File: config.mk
export PLATFORM = sky130hd
export DESIGN_NAME = nbh_host
export DESIGN_NICKNAME = d
export VERILOG_FILES = /design/src/core/nbh_pkg.sv /design/src/core/nbh_host.sv /design/src/core/nbh_skid.sv
export SDC_FILE = /design/constraint.sdc
export NUM_CORES = 1
export LEC_CHECK = 0
export BUFFER_PORTS_ARGS = -buffer_cell sky130_fd_sc_hd__clkbuf_2
export CAP_MARGIN = 0
export CORE_ASPECT_RATIO = 1.25
export CORE_MARGIN = 1
export CORE_UTILIZATION = 45
export DETAILED_ROUTE_END_ITERATION = 12
export PLACE_DENSITY = 0.68
export SLEW_MARGIN = 20
export SYNTH_ARGS = -nofsm -noshare
export SYNTH_HDL_FRONTEND = slang
export SYNTH_SLANG_ARGS = --single-unit
File: constraint.sdc
create_clock -name clk -period 4.6 [get_ports clk]
set_input_delay 0.92 -clock clk [delete_from_list [all_inputs] [get_ports clk]]
set_output_delay 0.92 -clock clk [all_outputs]
set_load 0.1 [all_outputs]
File: src/core/nbh_pkg.sv
// package: shared constants, types and states of the flash bus host
package nbh_pkg;
    localparam int unsigned CLK_MHZ = 200;
    localparam int unsigned RECOVERY_NS = 1000;
    localparam int unsigned RECOVERY_CYC = (RECOVERY_NS * CLK_MHZ + 999) / 1000;
    localparam int unsigned STROBE_LOW_CYC = 6;
    localparam int unsigned STROBE_HIGH_CYC = 4;
    localparam int unsigned ADDR_CYCLES = 4;
    localparam int unsigned PAGES_PER_BLOCK = 32;
    localparam int unsigned HALF_PAGE_BYTES = 256;
    localparam int unsigned SPARE_BYTES_X8 = 16;
    localparam int unsigned MAIN_WORDS_X16 = 256;
    localparam int unsigned SPARE_WORDS_X16 = 8;
    localparam logic [7:0] PTR_CMD_LOW_HALF = 8'h00;
    localparam logic [7:0] PTR_CMD_HIGH_HALF = 8'h01;
    localparam int unsigned ADDR_BIT8_POS = 8;
    localparam int unsigned ADDR_TOP_POS = 25;

    typedef enum logic [1:0] {
        OP_COMMAND = 2'b00,
        OP_ADDRESS = 2'b01,
        OP_WRITE = 2'b10,
        OP_READ = 2'b11
    } nbh_op_type;

    typedef struct packed {
        nbh_op_type op;
        logic [15:0] data;
        logic [25:0] addr;
        logic prog_erase;
    } nbh_req_type;

    typedef struct packed {
        logic [15:0] data;
    } nbh_rsp_type;

    typedef enum logic [2:0] {
        ST_RECOVER = 3'b000,
        ST_IDLE = 3'b001,
        ST_SETUP = 3'b010,
        ST_LOW = 3'b011,
        ST_HIGH = 3'b100
    } nbh_state_type;
endpackage : nbh_pkg

File: src/core/nbh_host.sv
// host controller driving the flash device bus cycles
// What this block does
// - lower eight lines carry commands, addresses and data; latched at write-strobe rise
// - upper eight lines carry data only, on the 16-bit variant
// - command cycle: select low, command latch high, address latch low, read high
// - address cycle: select low, address latch high, command latch low, read high
// - host sends exactly four address cycles per full address
// - data-in: select and both latches low, read high; each write rise one word
// - during sequential row read, hold select low through busy intervals
// - no command for 1us after power-up; keep write strobe high then
// - hold write-protect low during power-up and power-down
// - ready/busy is open-drain shared; low means some device busy
// - data-out: select low, write high, latches low; read pulses give words
// - address bytes carry bits 0-7, 9-16, 17-24, 25; bit 8 by pointer command
`timescale 1ns/1ps
`default_nettype none
module nbh_host
    import nbh_pkg::*;
#(
    parameter int unsigned BUS_WIDTH = 8
) (
    input wire logic clk,
    input wire logic srst,
    input wire logic ce,
    input wire logic req_valid,
    output logic req_ready,
    input wire nbh_req_type req,
    input wire logic hold_select,
    input wire logic power_good,
    output logic rsp_valid,
    input wire logic rsp_ready,
    output nbh_rsp_type rsp,
    output logic device_busy,
    output logic chip_select_n,
    output logic cmd_latch,
    output logic addr_latch,
    output logic write_strobe_n,
    output logic read_strobe_n,
    output logic write_protect_n,
    output logic [15:0] shared_bus_out,
    output logic shared_bus_low_oe,
    output logic shared_bus_high_oe,
    input wire logic [15:0] shared_bus_in,
    input wire logic ready_busy_od
);
    if (BUS_WIDTH != 8 && BUS_WIDTH != 16) begin : g_bad_width
        $error("BUS_WIDTH must be 8 or 16");
    end

    localparam logic [7:0] LOW_CNT = 8'(STROBE_LOW_CYC - 1);
    localparam logic [7:0] HIGH_CNT = 8'(STROBE_HIGH_CYC - 1);
    localparam logic [7:0] RECOV_CNT = 8'(RECOVERY_CYC - 1);

    // address byte for step n of the four address cycles
    function automatic logic [7:0] addr_byte(input logic [25:0] a, input logic [1:0] n);
        logic [7:0] b;
        b = 8'h00;
        case (n)
            2'd0: b = a[7:0];
            2'd1: b = a[16:9];
            2'd2: b = a[24:17];
            default: b = {7'h00, a[ADDR_TOP_POS]};
        endcase
        return b;
    endfunction : addr_byte

    // pins sampled through two flops
    logic rb_s1_q, rb_s2_q;
    logic [15:0] din_s1_q, din_s2_q;
    logic pg_s1_q, pg_s2_q;
    always_ff @(posedge clk) begin
        if (srst) begin
            rb_s1_q <= 1'b1;
            rb_s2_q <= 1'b1;
            din_s1_q <= 16'h0000;
            din_s2_q <= 16'h0000;
            pg_s1_q <= 1'b0;
            pg_s2_q <= 1'b0;
        end else if (ce) begin
            rb_s1_q <= ready_busy_od;
            rb_s2_q <= rb_s1_q;
            din_s1_q <= shared_bus_in;
            din_s2_q <= din_s1_q;
            pg_s1_q <= power_good;
            pg_s2_q <= pg_s1_q;
        end
    end

    nbh_state_type st_q, st_d;
    logic [7:0] cnt_q, cnt_d;
    nbh_req_type cur_q, cur_d;
    logic [1:0] astep_q, astep_d;
    logic cs_n_q, cs_n_d, cle_q, cle_d, ale_q, ale_d;
    logic we_n_q, we_n_d, re_n_q, re_n_d, wp_n_q, wp_n_d;
    logic [15:0] dout_q, dout_d;
    logic oel_q, oel_d, oeh_q, oeh_d;
    logic rdy_q, rdy_d, busy_q, busy_d;
    logic cap_valid;
    logic buf_ready;
    logic [15:0] cap_data;

    always_comb begin
        st_d = st_q;
        cnt_d = cnt_q;
        cur_d = cur_q;
        astep_d = astep_q;
        cs_n_d = cs_n_q;
        cle_d = cle_q;
        ale_d = ale_q;
        we_n_d = we_n_q;
        re_n_d = re_n_q;
        wp_n_d = wp_n_q;
        dout_d = dout_q;
        oel_d = oel_q;
        oeh_d = oeh_q;
        rdy_d = 1'b0;
        cap_valid = 1'b0;
        cap_data = 16'h0000;
        busy_d = ~rb_s2_q;
        case (st_q)
            ST_RECOVER: begin
                wp_n_d = 1'b0;
                we_n_d = 1'b1;
                if (!pg_s2_q) begin
                    cnt_d = RECOV_CNT;
                end else if (cnt_q != 8'h00) begin
                    cnt_d = cnt_q - 8'h01;
                end else begin
                    st_d = ST_IDLE;
                    rdy_d = 1'b1;
                    cs_n_d = ~hold_select;
                end
            end
            ST_IDLE: begin
                rdy_d = 1'b1;
                cle_d = 1'b0;
                ale_d = 1'b0;
                oel_d = 1'b0;
                oeh_d = 1'b0;
                wp_n_d = 1'b1;
                // select stays low when the user holds it
                cs_n_d = ~hold_select;
                if (!pg_s2_q) begin
                    st_d = ST_RECOVER;
                    cnt_d = RECOV_CNT;
                    cs_n_d = 1'b1;
                    rdy_d = 1'b0;
                end else if (req_valid && rdy_q) begin
                    cur_d = req;
                    astep_d = 2'd0;
                    rdy_d = 1'b0;
                    cs_n_d = 1'b0;
                    // protect, high while idle, drops low for this cycle unless program/erase asked
                    wp_n_d = req.prog_erase;
                    case (req.op)
                        OP_COMMAND: begin
                            cle_d = 1'b1;
                            ale_d = 1'b0;
                            dout_d = {8'h00, req.data[7:0]};
                            oel_d = 1'b1;
                        end
                        OP_ADDRESS: begin
                            cle_d = 1'b0;
                            ale_d = 1'b1;
                            dout_d = {8'h00, addr_byte(req.addr, 2'd0)};
                            oel_d = 1'b1;
                        end
                        OP_WRITE: begin
                            dout_d = req.data;
                            oel_d = 1'b1;
                            oeh_d = (BUS_WIDTH == 16);
                        end
                        default: begin
                            oel_d = 1'b0;
                        end
                    endcase
                    st_d = ST_SETUP;
                    cnt_d = HIGH_CNT;
                end
            end
            ST_SETUP: begin
                if (cnt_q != 8'h00) begin
                    cnt_d = cnt_q - 8'h01;
                end else begin
                    st_d = ST_LOW;
                    cnt_d = LOW_CNT;
                    if (cur_q.op == OP_READ) begin
                        re_n_d = 1'b0;
                    end else begin
                        we_n_d = 1'b0;
                    end
                end
            end
            ST_LOW: begin
                if (cnt_q != 8'h00) begin
                    cnt_d = cnt_q - 8'h01;
                end else if (cur_q.op == OP_READ && !buf_ready) begin
                    cnt_d = 8'h00;
                end else begin
                    if (cur_q.op == OP_READ) begin
                        cap_valid = 1'b1;
                        cap_data = (BUS_WIDTH == 16) ? din_s2_q : {8'h00, din_s2_q[7:0]};
                    end
                    re_n_d = 1'b1;
                    we_n_d = 1'b1;
                    st_d = ST_HIGH;
                    cnt_d = HIGH_CNT;
                end
            end
            ST_HIGH: begin
                if (cnt_q != 8'h00) begin
                    cnt_d = cnt_q - 8'h01;
                end else if (cur_q.op == OP_ADDRESS && astep_q != 2'(ADDR_CYCLES - 1)) begin
                    astep_d = astep_q + 2'd1;
                    dout_d = {8'h00, addr_byte(cur_q.addr, astep_q + 2'd1)};
                    st_d = ST_SETUP;
                    cnt_d = 8'h00;
                end else begin
                    st_d = ST_IDLE;
                    // deselect at once unless the user holds select
                    cs_n_d = ~hold_select;
                    cle_d = 1'b0;
                    ale_d = 1'b0;
                    oel_d = 1'b0;
                    oeh_d = 1'b0;
                    rdy_d = 1'b1;
                end
            end
            default: st_d = ST_RECOVER;
        endcase
    end

    always_ff @(posedge clk) begin
        if (srst) begin
            st_q <= ST_RECOVER;
            cnt_q <= RECOV_CNT;
            cur_q <= '0;
            astep_q <= 2'd0;
            cs_n_q <= 1'b1;
            cle_q <= 1'b0;
            ale_q <= 1'b0;
            we_n_q <= 1'b1;
            re_n_q <= 1'b1;
            wp_n_q <= 1'b0;
            dout_q <= 16'h0000;
            oel_q <= 1'b0;
            oeh_q <= 1'b0;
            rdy_q <= 1'b0;
            busy_q <= 1'b0;
        end else if (ce) begin
            st_q <= st_d;
            cnt_q <= cnt_d;
            cur_q <= cur_d;
            astep_q <= astep_d;
            cs_n_q <= cs_n_d;
            cle_q <= cle_d;
            ale_q <= ale_d;
            we_n_q <= we_n_d;
            re_n_q <= re_n_d;
            wp_n_q <= wp_n_d;
            dout_q <= dout_d;
            oel_q <= oel_d;
            oeh_q <= oeh_d;
            rdy_q <= rdy_d;
            busy_q <= busy_d;
        end
    end

    logic out_v;
    logic [15:0] out_w;
    logic rsp_valid_q;
    logic [15:0] rsp_q;
    logic take;

    nbh_skid #(.WIDTH(16)) u_skid (
        .clk(clk),
        .srst(srst),
        .ce(ce),
        .in_valid(cap_valid),
        .in_ready(buf_ready),
        .in_data(cap_data),
        .out_valid(out_v),
        .out_ready(take),
        .out_data(out_w)
    );

    // output register stage so rsp comes from flops
    always_comb begin
        take = out_v && (!rsp_valid_q || rsp_ready);
    end

    always_ff @(posedge clk) begin
        if (srst) begin
            rsp_valid_q <= 1'b0;
            rsp_q <= 16'h0000;
        end else if (ce) begin
            if (take) begin
                rsp_valid_q <= 1'b1;
                rsp_q <= out_w;
            end else if (rsp_ready) begin
                rsp_valid_q <= 1'b0;
            end
        end
    end

    assign req_ready = rdy_q;
    assign rsp_valid = rsp_valid_q;
    assign rsp.data = rsp_q;
    assign device_busy = busy_q;
    assign chip_select_n = cs_n_q;
    assign cmd_latch = cle_q;
    assign addr_latch = ale_q;
    assign write_strobe_n = we_n_q;
    assign read_strobe_n = re_n_q;
    assign write_protect_n = wp_n_q;
    assign shared_bus_out = dout_q;
    assign shared_bus_low_oe = oel_q;
    assign shared_bus_high_oe = oeh_q;
endmodule : nbh_host
`default_nettype wire

File: src/core/nbh_skid.sv
// two-entry valid/ready buffer for read words
`timescale 1ns/1ps
`default_nettype none
module nbh_skid
    import nbh_pkg::*;
#(
    parameter int unsigned WIDTH = 16
) (
    input wire logic clk,
    input wire logic srst,
    input wire logic ce,
    input wire logic in_valid,
    output logic in_ready,
    input wire logic [WIDTH-1:0] in_data,
    output logic out_valid,
    input wire logic out_ready,
    output logic [WIDTH-1:0] out_data
);
    logic [WIDTH-1:0] mem_q [2];
    logic [WIDTH-1:0] mem_d [2];
    logic rd_q, rd_d, wr_q, wr_d;
    logic [1:0] cnt_q, cnt_d;
    logic push, pop;

    always_comb begin
        push = in_valid && (cnt_q != 2'd2);
        pop = out_ready && (cnt_q != 2'd0);
        mem_d = mem_q;
        if (push) begin
            mem_d[wr_q] = in_data;
        end
        wr_d = push ? ~wr_q : wr_q;
        rd_d = pop ? ~rd_q : rd_q;
        cnt_d = cnt_q + {1'b0, push} - {1'b0, pop};
    end

    always_ff @(posedge clk) begin
        if (srst) begin
            cnt_q <= 2'd0;
            rd_q <= 1'b0;
            wr_q <= 1'b0;
            mem_q[0] <= '0;
            mem_q[1] <= '0;
        end else if (ce) begin
            cnt_q <= cnt_d;
            rd_q <= rd_d;
            wr_q <= wr_d;
            mem_q <= mem_d;
        end
    end

    assign in_ready = (cnt_q != 2'd2);
    assign out_valid = (cnt_q != 2'd0);
    assign out_data = mem_q[rd_q];
endmodule : nbh_skid
`default_nettype wire

==> results of run 1 <==
-- layout by cell type, fill, tap and decap left out, types with 7 or more instances in the layout --
| cell type | netlist | routed |
|---|---|---|
| sky130_fd_sc_hd__clkbuf_2 | 0 | 92 |
| sky130_fd_sc_hd__a211oi_1 | 9 | 9 |
| sky130_fd_sc_hd__a21oi_1 | 41 | 40 |
| sky130_fd_sc_hd__dfxtp_1 | 114 | 114 |
| sky130_fd_sc_hd__o21ai_0 | 26 | 26 |
| sky130_fd_sc_hd__a222oi_1 | 8 | 8 |
| sky130_fd_sc_hd__inv_1 | 15 | 15 |
| sky130_fd_sc_hd__ha_1 | 13 | 13 |
| sky130_fd_sc_hd__nor3_1 | 8 | 8 |
| sky130_fd_sc_hd__conb_1 | 1 | 9 |
| sky130_fd_sc_hd__o211a_1 | 8 | 8 |
| sky130_fd_sc_hd__nand2b_1 | 9 | 9 |
| sky130_fd_sc_hd__nand2_1 | 80 | 80 |
| sky130_fd_sc_hd__clkbuf_16 | 0 | 17 |
| sky130_fd_sc_hd__mux2i_1 | 49 | 49 |
| sky130_fd_sc_hd__nor2_1 | 68 | 68 |
| sky130_fd_sc_hd__a22oi_1 | 9 | 9 |
| sky130_fd_sc_hd__o221ai_1 | 7 | 7 |
| sky130_fd_sc_hd__nand3_1 | 18 | 18 |
-- cells by family (layout without fill, tap and decap cells) --
group,after synthesis,after routing,synth area share
fa+ha+maj,13,13,0.03083
xor+xnor,4,4,0.006641
buf+inv,68,145,0.05762
flops,114,114,0.4325
compound gates,140,140,0.1828
mux,49,49,0.09296
simple gates,218,218,0.1959
other cells,1,9,0.0007107
-- per-stage QoR --
| step | cell area, um2 | cells | util | hold WS (ns) |
|---|---|---|---|---|
| 2_1_floorplan | 5306 | 615 | - | 0.4287 |
| 3_3_place_gp | 5751 | 797 | 0.5114 | 0.4384 |
| 3_5_place_dp | 5751 | 797 | 0.5114 | 0.4438 |
| 4_1_cts | 6389 | 827 | 0.5682 | 0.4519 |
| 5_1_grt | 6389 | 827 | 0.5682 | 0.4642 |
| 6_report | 6389 | 827 | 0.5682 | 0.4538 |
-- routing by layer --
layer | GRT usage | routed length [um] | vias up
li1 | - | - | 2286
met1 | 0.2617 | 5601 | 2167
met2 | 0.3444 | 5840 | 195
met3 | 0.06049 | 809 | 29
met4 | 0.1035 | 332 | 0
met5 | 0 | 0 | -
-- sequential cells by signal, summed over array words and instances (netlist names), 2 cells and up --
signal,cells
cur_q,27
shared_bus_out,16
u_skid.mem_q,16
cnt_q,8
din_s1_q,8
din_s2_q,8
rsp,8
st_q,3
astep_q,2
u_skid.cnt_q,2
-- tightest hold or removal path, delay by kind of cell (launching register included) --
family	cells	cell delay [ns]
simple gates	1	0.05
flops	1	0.30
compound gates	1	0.05
-- how the worst max path moves through the flow --
stage,startpoint,endpoint,cells past startpoint
finish,st_q[0]$_SDFFE_PP0P_,shared_bus_out[9]$_SDFFE_PP0P_,6
global route,st_q[0]$_SDFFE_PP0P_,shared_bus_out[11]$_SDFFE_PP0P_,6
CTS,st_q[0]$_SDFFE_PP0P_,shared_bus_out[9]$_SDFFE_PP0P_,6
detailed placement,ce,u_skid.mem_q[21]$_SDFFE_PP0P_,6
global placement,ce,u_skid.mem_q[17]$_SDFFE_PP0P_,6
floorplan,req_ready$_SDFFE_PP0P_,cur_q[10]$_SDFFE_PP0P_,7
-- power breakdown --
group / internal [mW] / switching, mW
clock network: 0.958 / 0.464
registers: 0.998 / 0.00785
logic: 0.0414 / 0.0943
-- final cells by class --
type                       count  area [um2]
tap                          135       168.9
multi-input combinational    433        2729
sequential                   114        2282
inverter                      16       60.06
fill                        1015        4856
clock buffer                  18       429.2
clock inverter                12       209.0
timing repair buffer          99       510.5
==> out/summary.txt, run 1 <==
Critical Path Max Stage Delay - 0.77 ns
Overall die area - 12,170 um2
Critical path arrival - 3.37 ns
Hold-critical path depth - 2
Number of antenna violations at the first check in global routing - 0
Buf/Inv on CP - 1
Final HPWL from detailed placement - 8494 um
Hold endpoint - cur_q[5]$_SDFFE_PP0P_
Number of different library cells in the post-synthesis netlist - 63
Critical Path End Type - register
Number of post-CTS setup repair buffers - 0
Yosys top cell by area - sky130_fd_sc_hd__dfxtp_1
Total number of vias - 4,677
Total wire length after detailed routing - 12,580 um
Sequential fraction of the synthesis area - 0.4325
Wire length of the first global-routing pass - 20,430 um
Leakage dissipation - 2.623 nW
Outcome - finished, final reports clean
Nets@finish - 763
Clock net sink count - 114
Fraction of post-synthesis cell area in the top cell type by area - 0.4325
Tightest Pin Transition - 1.007 ns
Highest clock rate - 329.8 MHz
Setup crit start kind - register
Fraction of layout instances using a drive strength above 1 - 0.2023
Bufs on Longest Clock Path - 2
Remaining routing DRC violations - 0
Setup repair after global routing missed its margin - no
Library cell with the highest instance count after synthesis - sky130_fd_sc_hd__dfxtp_1
Leading post-synthesis cells by cell area - sky130_fd_sc_hd__dfxtp_1 43%, sky130_fd_sc_hd__mux2i_1 9.3%, sky130_fd_sc_hd__nand2_1 5.7%
Die extent in y - 123.1 um
Gates resized, CTS repair - 0
Count of inserted antenna diode cells - 0
Worst flop-to-flop path startpoint - st_q[0]$_SDFFE_PP0P_
Clock tree from TritonCTS - done
Final RePlAce weighted congestion - 0.8626
Yosys Warn Count - 0
Post-route antenna net violation count - 0
Largest net degree at the start of global routing - 98
Clock latency on the worst-skew pair - 0.41 ns
Vias in the first global route - 4,332
CP Max Fanout - 20
Portion of the clock cycle consumed by the worst path in the final layout - 0.6591
Post-Place Setup Slack - 1.567 ns
Max-slew headroom - 0.3290
Register-to-register setup slack - 1.57 ns
Dominant register cell in the synthesized netlist - sky130_fd_sc_hd__dfxtp_1
Count of final hold-check violations - 0
Power Dens Cells - 401.3 nW/um2
Routed wire per std cell - 15.22 um
Final min period - 3.032 ns
Number of enable-type register cells in the synthesized netlist - 0
Most frequent cells after synthesis - 114 x sky130_fd_sc_hd__dfxtp_1, 80 x sky130_fd_sc_hd__nand2_1, 68 x sky130_fd_sc_hd__nor2_1
Final Max Slew Viols - 0
Share of async-settable or async-resettable flops after synthesis - 0
Number of violations reported at the end of detailed-routing iteration 0 - 287
Number of levels in the clock H-tree - 4
Required time reported for the critical path endpoint - 4.93 ns
Class of the most critical hold timing path - register to register
Endpoint of the lowest-slack register-to-register path - shared_bus_out[9]$_SDFFE_PP0P_
Cts bufs inserted - 17
Setup total negative slack - 0 ns
CTS Root Cell - sky130_fd_sc_hd__clkbuf_16
Post-synthesis area per instance - 8.692 um2
IO buf count - 93
Largest clock skew in the final design - 0.008921 ns
Crit Path Category - register to register
Total congestion overflow - 0
Crit-path cells - nor3b_1 > o311ai_0 > a21oi_2 > buf_4 > nand3_1 > o21ai_0
Site Rows - 43
Count of hold buffers inserted by post-cts repair - 0
Area growth from synthesis to final layout - 21.08%
Netlist Area Pre-Place - 5276 um2
Dominant delay contributor by cell family on the critical path - compound AO/OA/AOI/OAI gates
Overall track demand over capacity in global routing - 0.2131
Syn Inst Count - 607
Starting Density - 0.4692
Ports - 112
Hold Startpoint - cur_q[5]$_SDFFE_PP0P_
FF+latch count, synth - 114
Count of cells along the worst register-to-register path - 6
Setup violation total in the final timing report - 0
Final Power - 2.564 mW
Slowest cell on the critical path - sky130_fd_sc_hd__nor3b_1
Area of the core - 11,240 um2
Overall die width - 98.85 um
Clock-pin slew on the worst setup and hold paths - 0.06 ns
Count of maximum capacitance violations - 0
Length of the first detailed-routing pass in iterations - 6
Maximum ir drop on the vdd rail - 0.0002566 V
Final worst slack - 1.568 ns
Via/cell ratio - 5.655
(Power assumes the default switching activity.)
==> inputs of run 2 (changes only) <==
PLACE_DENSITY = 0.7   (was 0.68)
clock period = 2.4 ns   (was 4.6 ns; I/O delays follow)
==> out/summary.txt, run 2 (synthesis results as in run 1) <==
Proportion of power drawn by the clock network - 0.531 (-0.024)
Fraction of layout instances using a drive strength above 1 - 0.2283 (+0.02598)
Setup violation total in the final timing report - 0 (unchanged)
Utilization after layout - 0.5792 (+0.01102)
Maximum ir drop on the vdd rail - 0.0004426 V (+73%)
Register-to-register setup slack - 0.18 ns (-1.39 ns)
Count of inserted antenna diode cells - 0 (unchanged)
Die extent in y - 123.1 um (unchanged)
Final RePlAce weighted congestion - 0.8410 (-2.5%)
Site Rows - 43 (unchanged)
Area taken by multi-input logic gates - 2729 um2 (unchanged)
Setup crit start kind - register
Critical path arrival - 2.51 ns (-0.86 ns)
Power Dens Cells - 718.2 nW/um2 (+79%)
Tightest Pin Transition - 0.8700 ns (-0.1365 ns)
Outcome - finished, final reports clean
Cell Int Power - 3.469 mW (+74%)
Ports - 112 (unchanged)
Clock latency on the worst-skew pair - 0.42 ns (about the same)
Seq pwr share - 0.412 (+0.020)
Via/cell ratio - 5.567 (-1.6%)
Max-slew headroom - 0.4187 (+0.08978)
Post-Place Setup Slack - 0.1937 ns (-1.374 ns)
Routed wire per std cell - 14.79 um (-2.8%)
Area of the core - 11,240 um2 (unchanged)
Area growth from synthesis to final layout - 23.43%
Total wire length after detailed routing - 12,560 um (-0.21%)
Nets@finish - 783 (+2.6%)
Endpoint of the lowest-slack register-to-register path - shared_bus_low_oe$_SDFFE_PP0P_
CP Max Fanout - 5 (-75%)
Number of flip-flops in the largest register - 27 (unchanged)
Vias in the first global route - 4,549 (+5.0%)
Bufs on Longest Clock Path - 2 (unchanged)
CTS Root Cell - sky130_fd_sc_hd__clkbuf_16
Post-route antenna net violation count - 0 (unchanged)
Overall track demand over capacity in global routing - 0.2173 (+0.004208)
Fraction of power consumed by combinational cells - 0.057 (+0.004)
Overall die area - 12,170 um2 (unchanged)
Final HPWL from detailed placement - 8871 um (+4.4%)
Total congestion overflow - 0 (unchanged)
Number of antenna violations at the first check in global routing - 0 (unchanged)
Count of cells along the worst register-to-register path - 7 (+1)
Crit Path Category - register to register
Starting Density - 0.4692 (unchanged)
Post-route insts no fill - 849 (+2.7%)
Class of the most critical hold timing path - primary input to register
Worst flop-to-flop path startpoint - cnt_q[0]$_SDFFE_PP1P_
Number of violations reported at the end of detailed-routing iteration 0 - 286 (-0.35%)
Number of inserted filler cells in the final layout - 978 (-3.6%)
Required time reported for the critical path endpoint - 2.69 ns (-2.24 ns)
Wire length of the first global-routing pass - 21,110 um (+3.3%)
Largest net degree at the start of global routing - 97 (-1.0%)
Cts bufs inserted - 17 (unchanged)
Timing startpoint of the critical path - cnt_q[0]$_SDFFE_PP1P_
Final Max Slew Viols - 0 (unchanged)
Number of levels in the clock H-tree - 4 (unchanged)
Gates resized, CTS repair - 0 (unchanged)
Worst setup path endpoint - shared_bus_low_oe$_SDFFE_PP0P_
Post-Place Cells - 817 (+2.5%)
Remaining routing DRC violations - 0 (unchanged)
IO buf count - 93 (unchanged)
Critical Path End Type - register
Length of the first detailed-routing pass in iterations - 6 (unchanged)
FF/Latch Area - 2282 um2 (unchanged)
Leading cell type in the layout, fill and taps excluded - sky130_fd_sc_hd__dfxtp_1
Count of hold buffers inserted by post-cts repair - 0 (unchanged)
Setup repair after global routing missed its margin - no
Clock-pin slew on the worst setup and hold paths - 0.06 ns (about the same)
Clock net sink count - 114 (unchanged)
Most frequent cells in the layout - 114 x sky130_fd_sc_hd__dfxtp_1, 92 x sky130_fd_sc_hd__clkbuf_2, 80 x sky130_fd_sc_hd__nand2_1
Largest clock skew in the final design - 0.01405 ns (+0.005134 ns)
Final min period - 2.221 ns (-0.8110 ns)
Overall die width - 98.85 um (unchanged)
Highest clock rate - 450.3 MHz (+37%)
Setup total negative slack - 0 ns (unchanged)
Sw Ratio - 0.2582 (+0.03761)
NetSw - 1.208 mW (+110%)
Register bank with the most flops - cur_q
Total number of vias - 4,726 (+1.0%)
Portion of the clock cycle consumed by the worst path in the final layout - 0.9253 (+0.2662)
Count of final hold-check violations - 0 (unchanged)
Final worst slack - 0.1793 ns (-1.389 ns)
Clock tree from TritonCTS - done
Leakage dissipation - 2.716 nW (+3.5%)
Number of post-CTS setup repair buffers - 0 (unchanged)
Count of maximum capacitance violations - 0 (unchanged)
==> run 2: cell types whose count changed in the layout (fill, tap and decap cells not counted), sizes merged <==
| cell | delta |
|---|---|
| clkinvlp | -1 |
| buf | +20 |
| inv | +9 |
| bufinv | -4 |
| clkinv | -1 |
| clkbuf | -1 |
==> run 2: how the worst min path moves through the flow <==
stage                            from                endpoint  slack [ns]  cells past startpoint
2_1_floorplan  cur_q[26]$_SDFFE_PP0P_  cur_q[26]$_SDFFE_PP0P_        0.43                      2
3_3_place_gp   cur_q[26]$_SDFFE_PP0P_  cur_q[26]$_SDFFE_PP0P_        0.44                      2
3_5_place_dp   cur_q[15]$_SDFFE_PP0P_  cur_q[15]$_SDFFE_PP0P_        0.44                      2
4_1_cts                       req[20]  cur_q[20]$_SDFFE_PP0P_        0.28                      3
5_1_grt                       req[16]  cur_q[16]$_SDFFE_PP0P_        0.29                      3
6_report                      req[20]  cur_q[20]$_SDFFE_PP0P_        0.28                      3
==> run 2: layer usage <==
metal,up-vias,share of wire,wire length (um),GRT usage
li1,2343,-,-,-
met1,2189,0.43,5432,0.2608
met2,165,0.49,6123,0.3663
met3,29,0.053,663,0.04748
met4,0,0.027,337,0.1129
met5,-,0,0,0
==> run 2: stage by stage <==
step / instance area, um2 / total power, mW / hold WS, ns
final: 6513 / 4.677 / 0.2842
after global routing: 6513 / 4.834 / 0.2884
after CTS: 6513 / 4.724 / 0.2753
after detailed placement: 5926 / 2.232 / 0.4442
after global placement: 5926 / 2.227 / 0.4382
after floorplan: 5306 / 2.156 / 0.4287
==> run 2: final cells by class <==
class                      instances  area share
clock buffer                      17     0.06532
inverter                          16    0.009222
sequential                       114      0.3504
multi-input combinational        433      0.4190
tap                              135     0.02594
timing repair buffer             119      0.1053
clock inverter                    15     0.02478
==> run 2: worst max-delay path, cell delays in order (launching register included) <==
cell and delay, ns:
sky130_fd_sc_hd__dfxtp_1 0.32, sky130_fd_sc_hd__inv_1 0.10, sky130_fd_sc_hd__ha_1 0.19, sky130_fd_sc_hd__or3b_2 0.49, sky130_fd_sc_hd__or4_4 0.54, sky130_fd_sc_hd__a21oi_4 0.22
sky130_fd_sc_hd__mux2i_1 0.20, sky130_fd_sc_hd__nor2_1 0.05
==> run 2: power groups by stage <==
stage	clock network, mW	logic [mW]	registers [mW]
4_1_cts	2.53	0.266	1.93
2_1_floorplan	0	0.182	1.97
3_3_place_gp	0	0.260	1.97
3_5_place_dp	0	0.264	1.97
5_1_grt	2.62	0.288	1.93
6_report	2.49	0.266	1.93
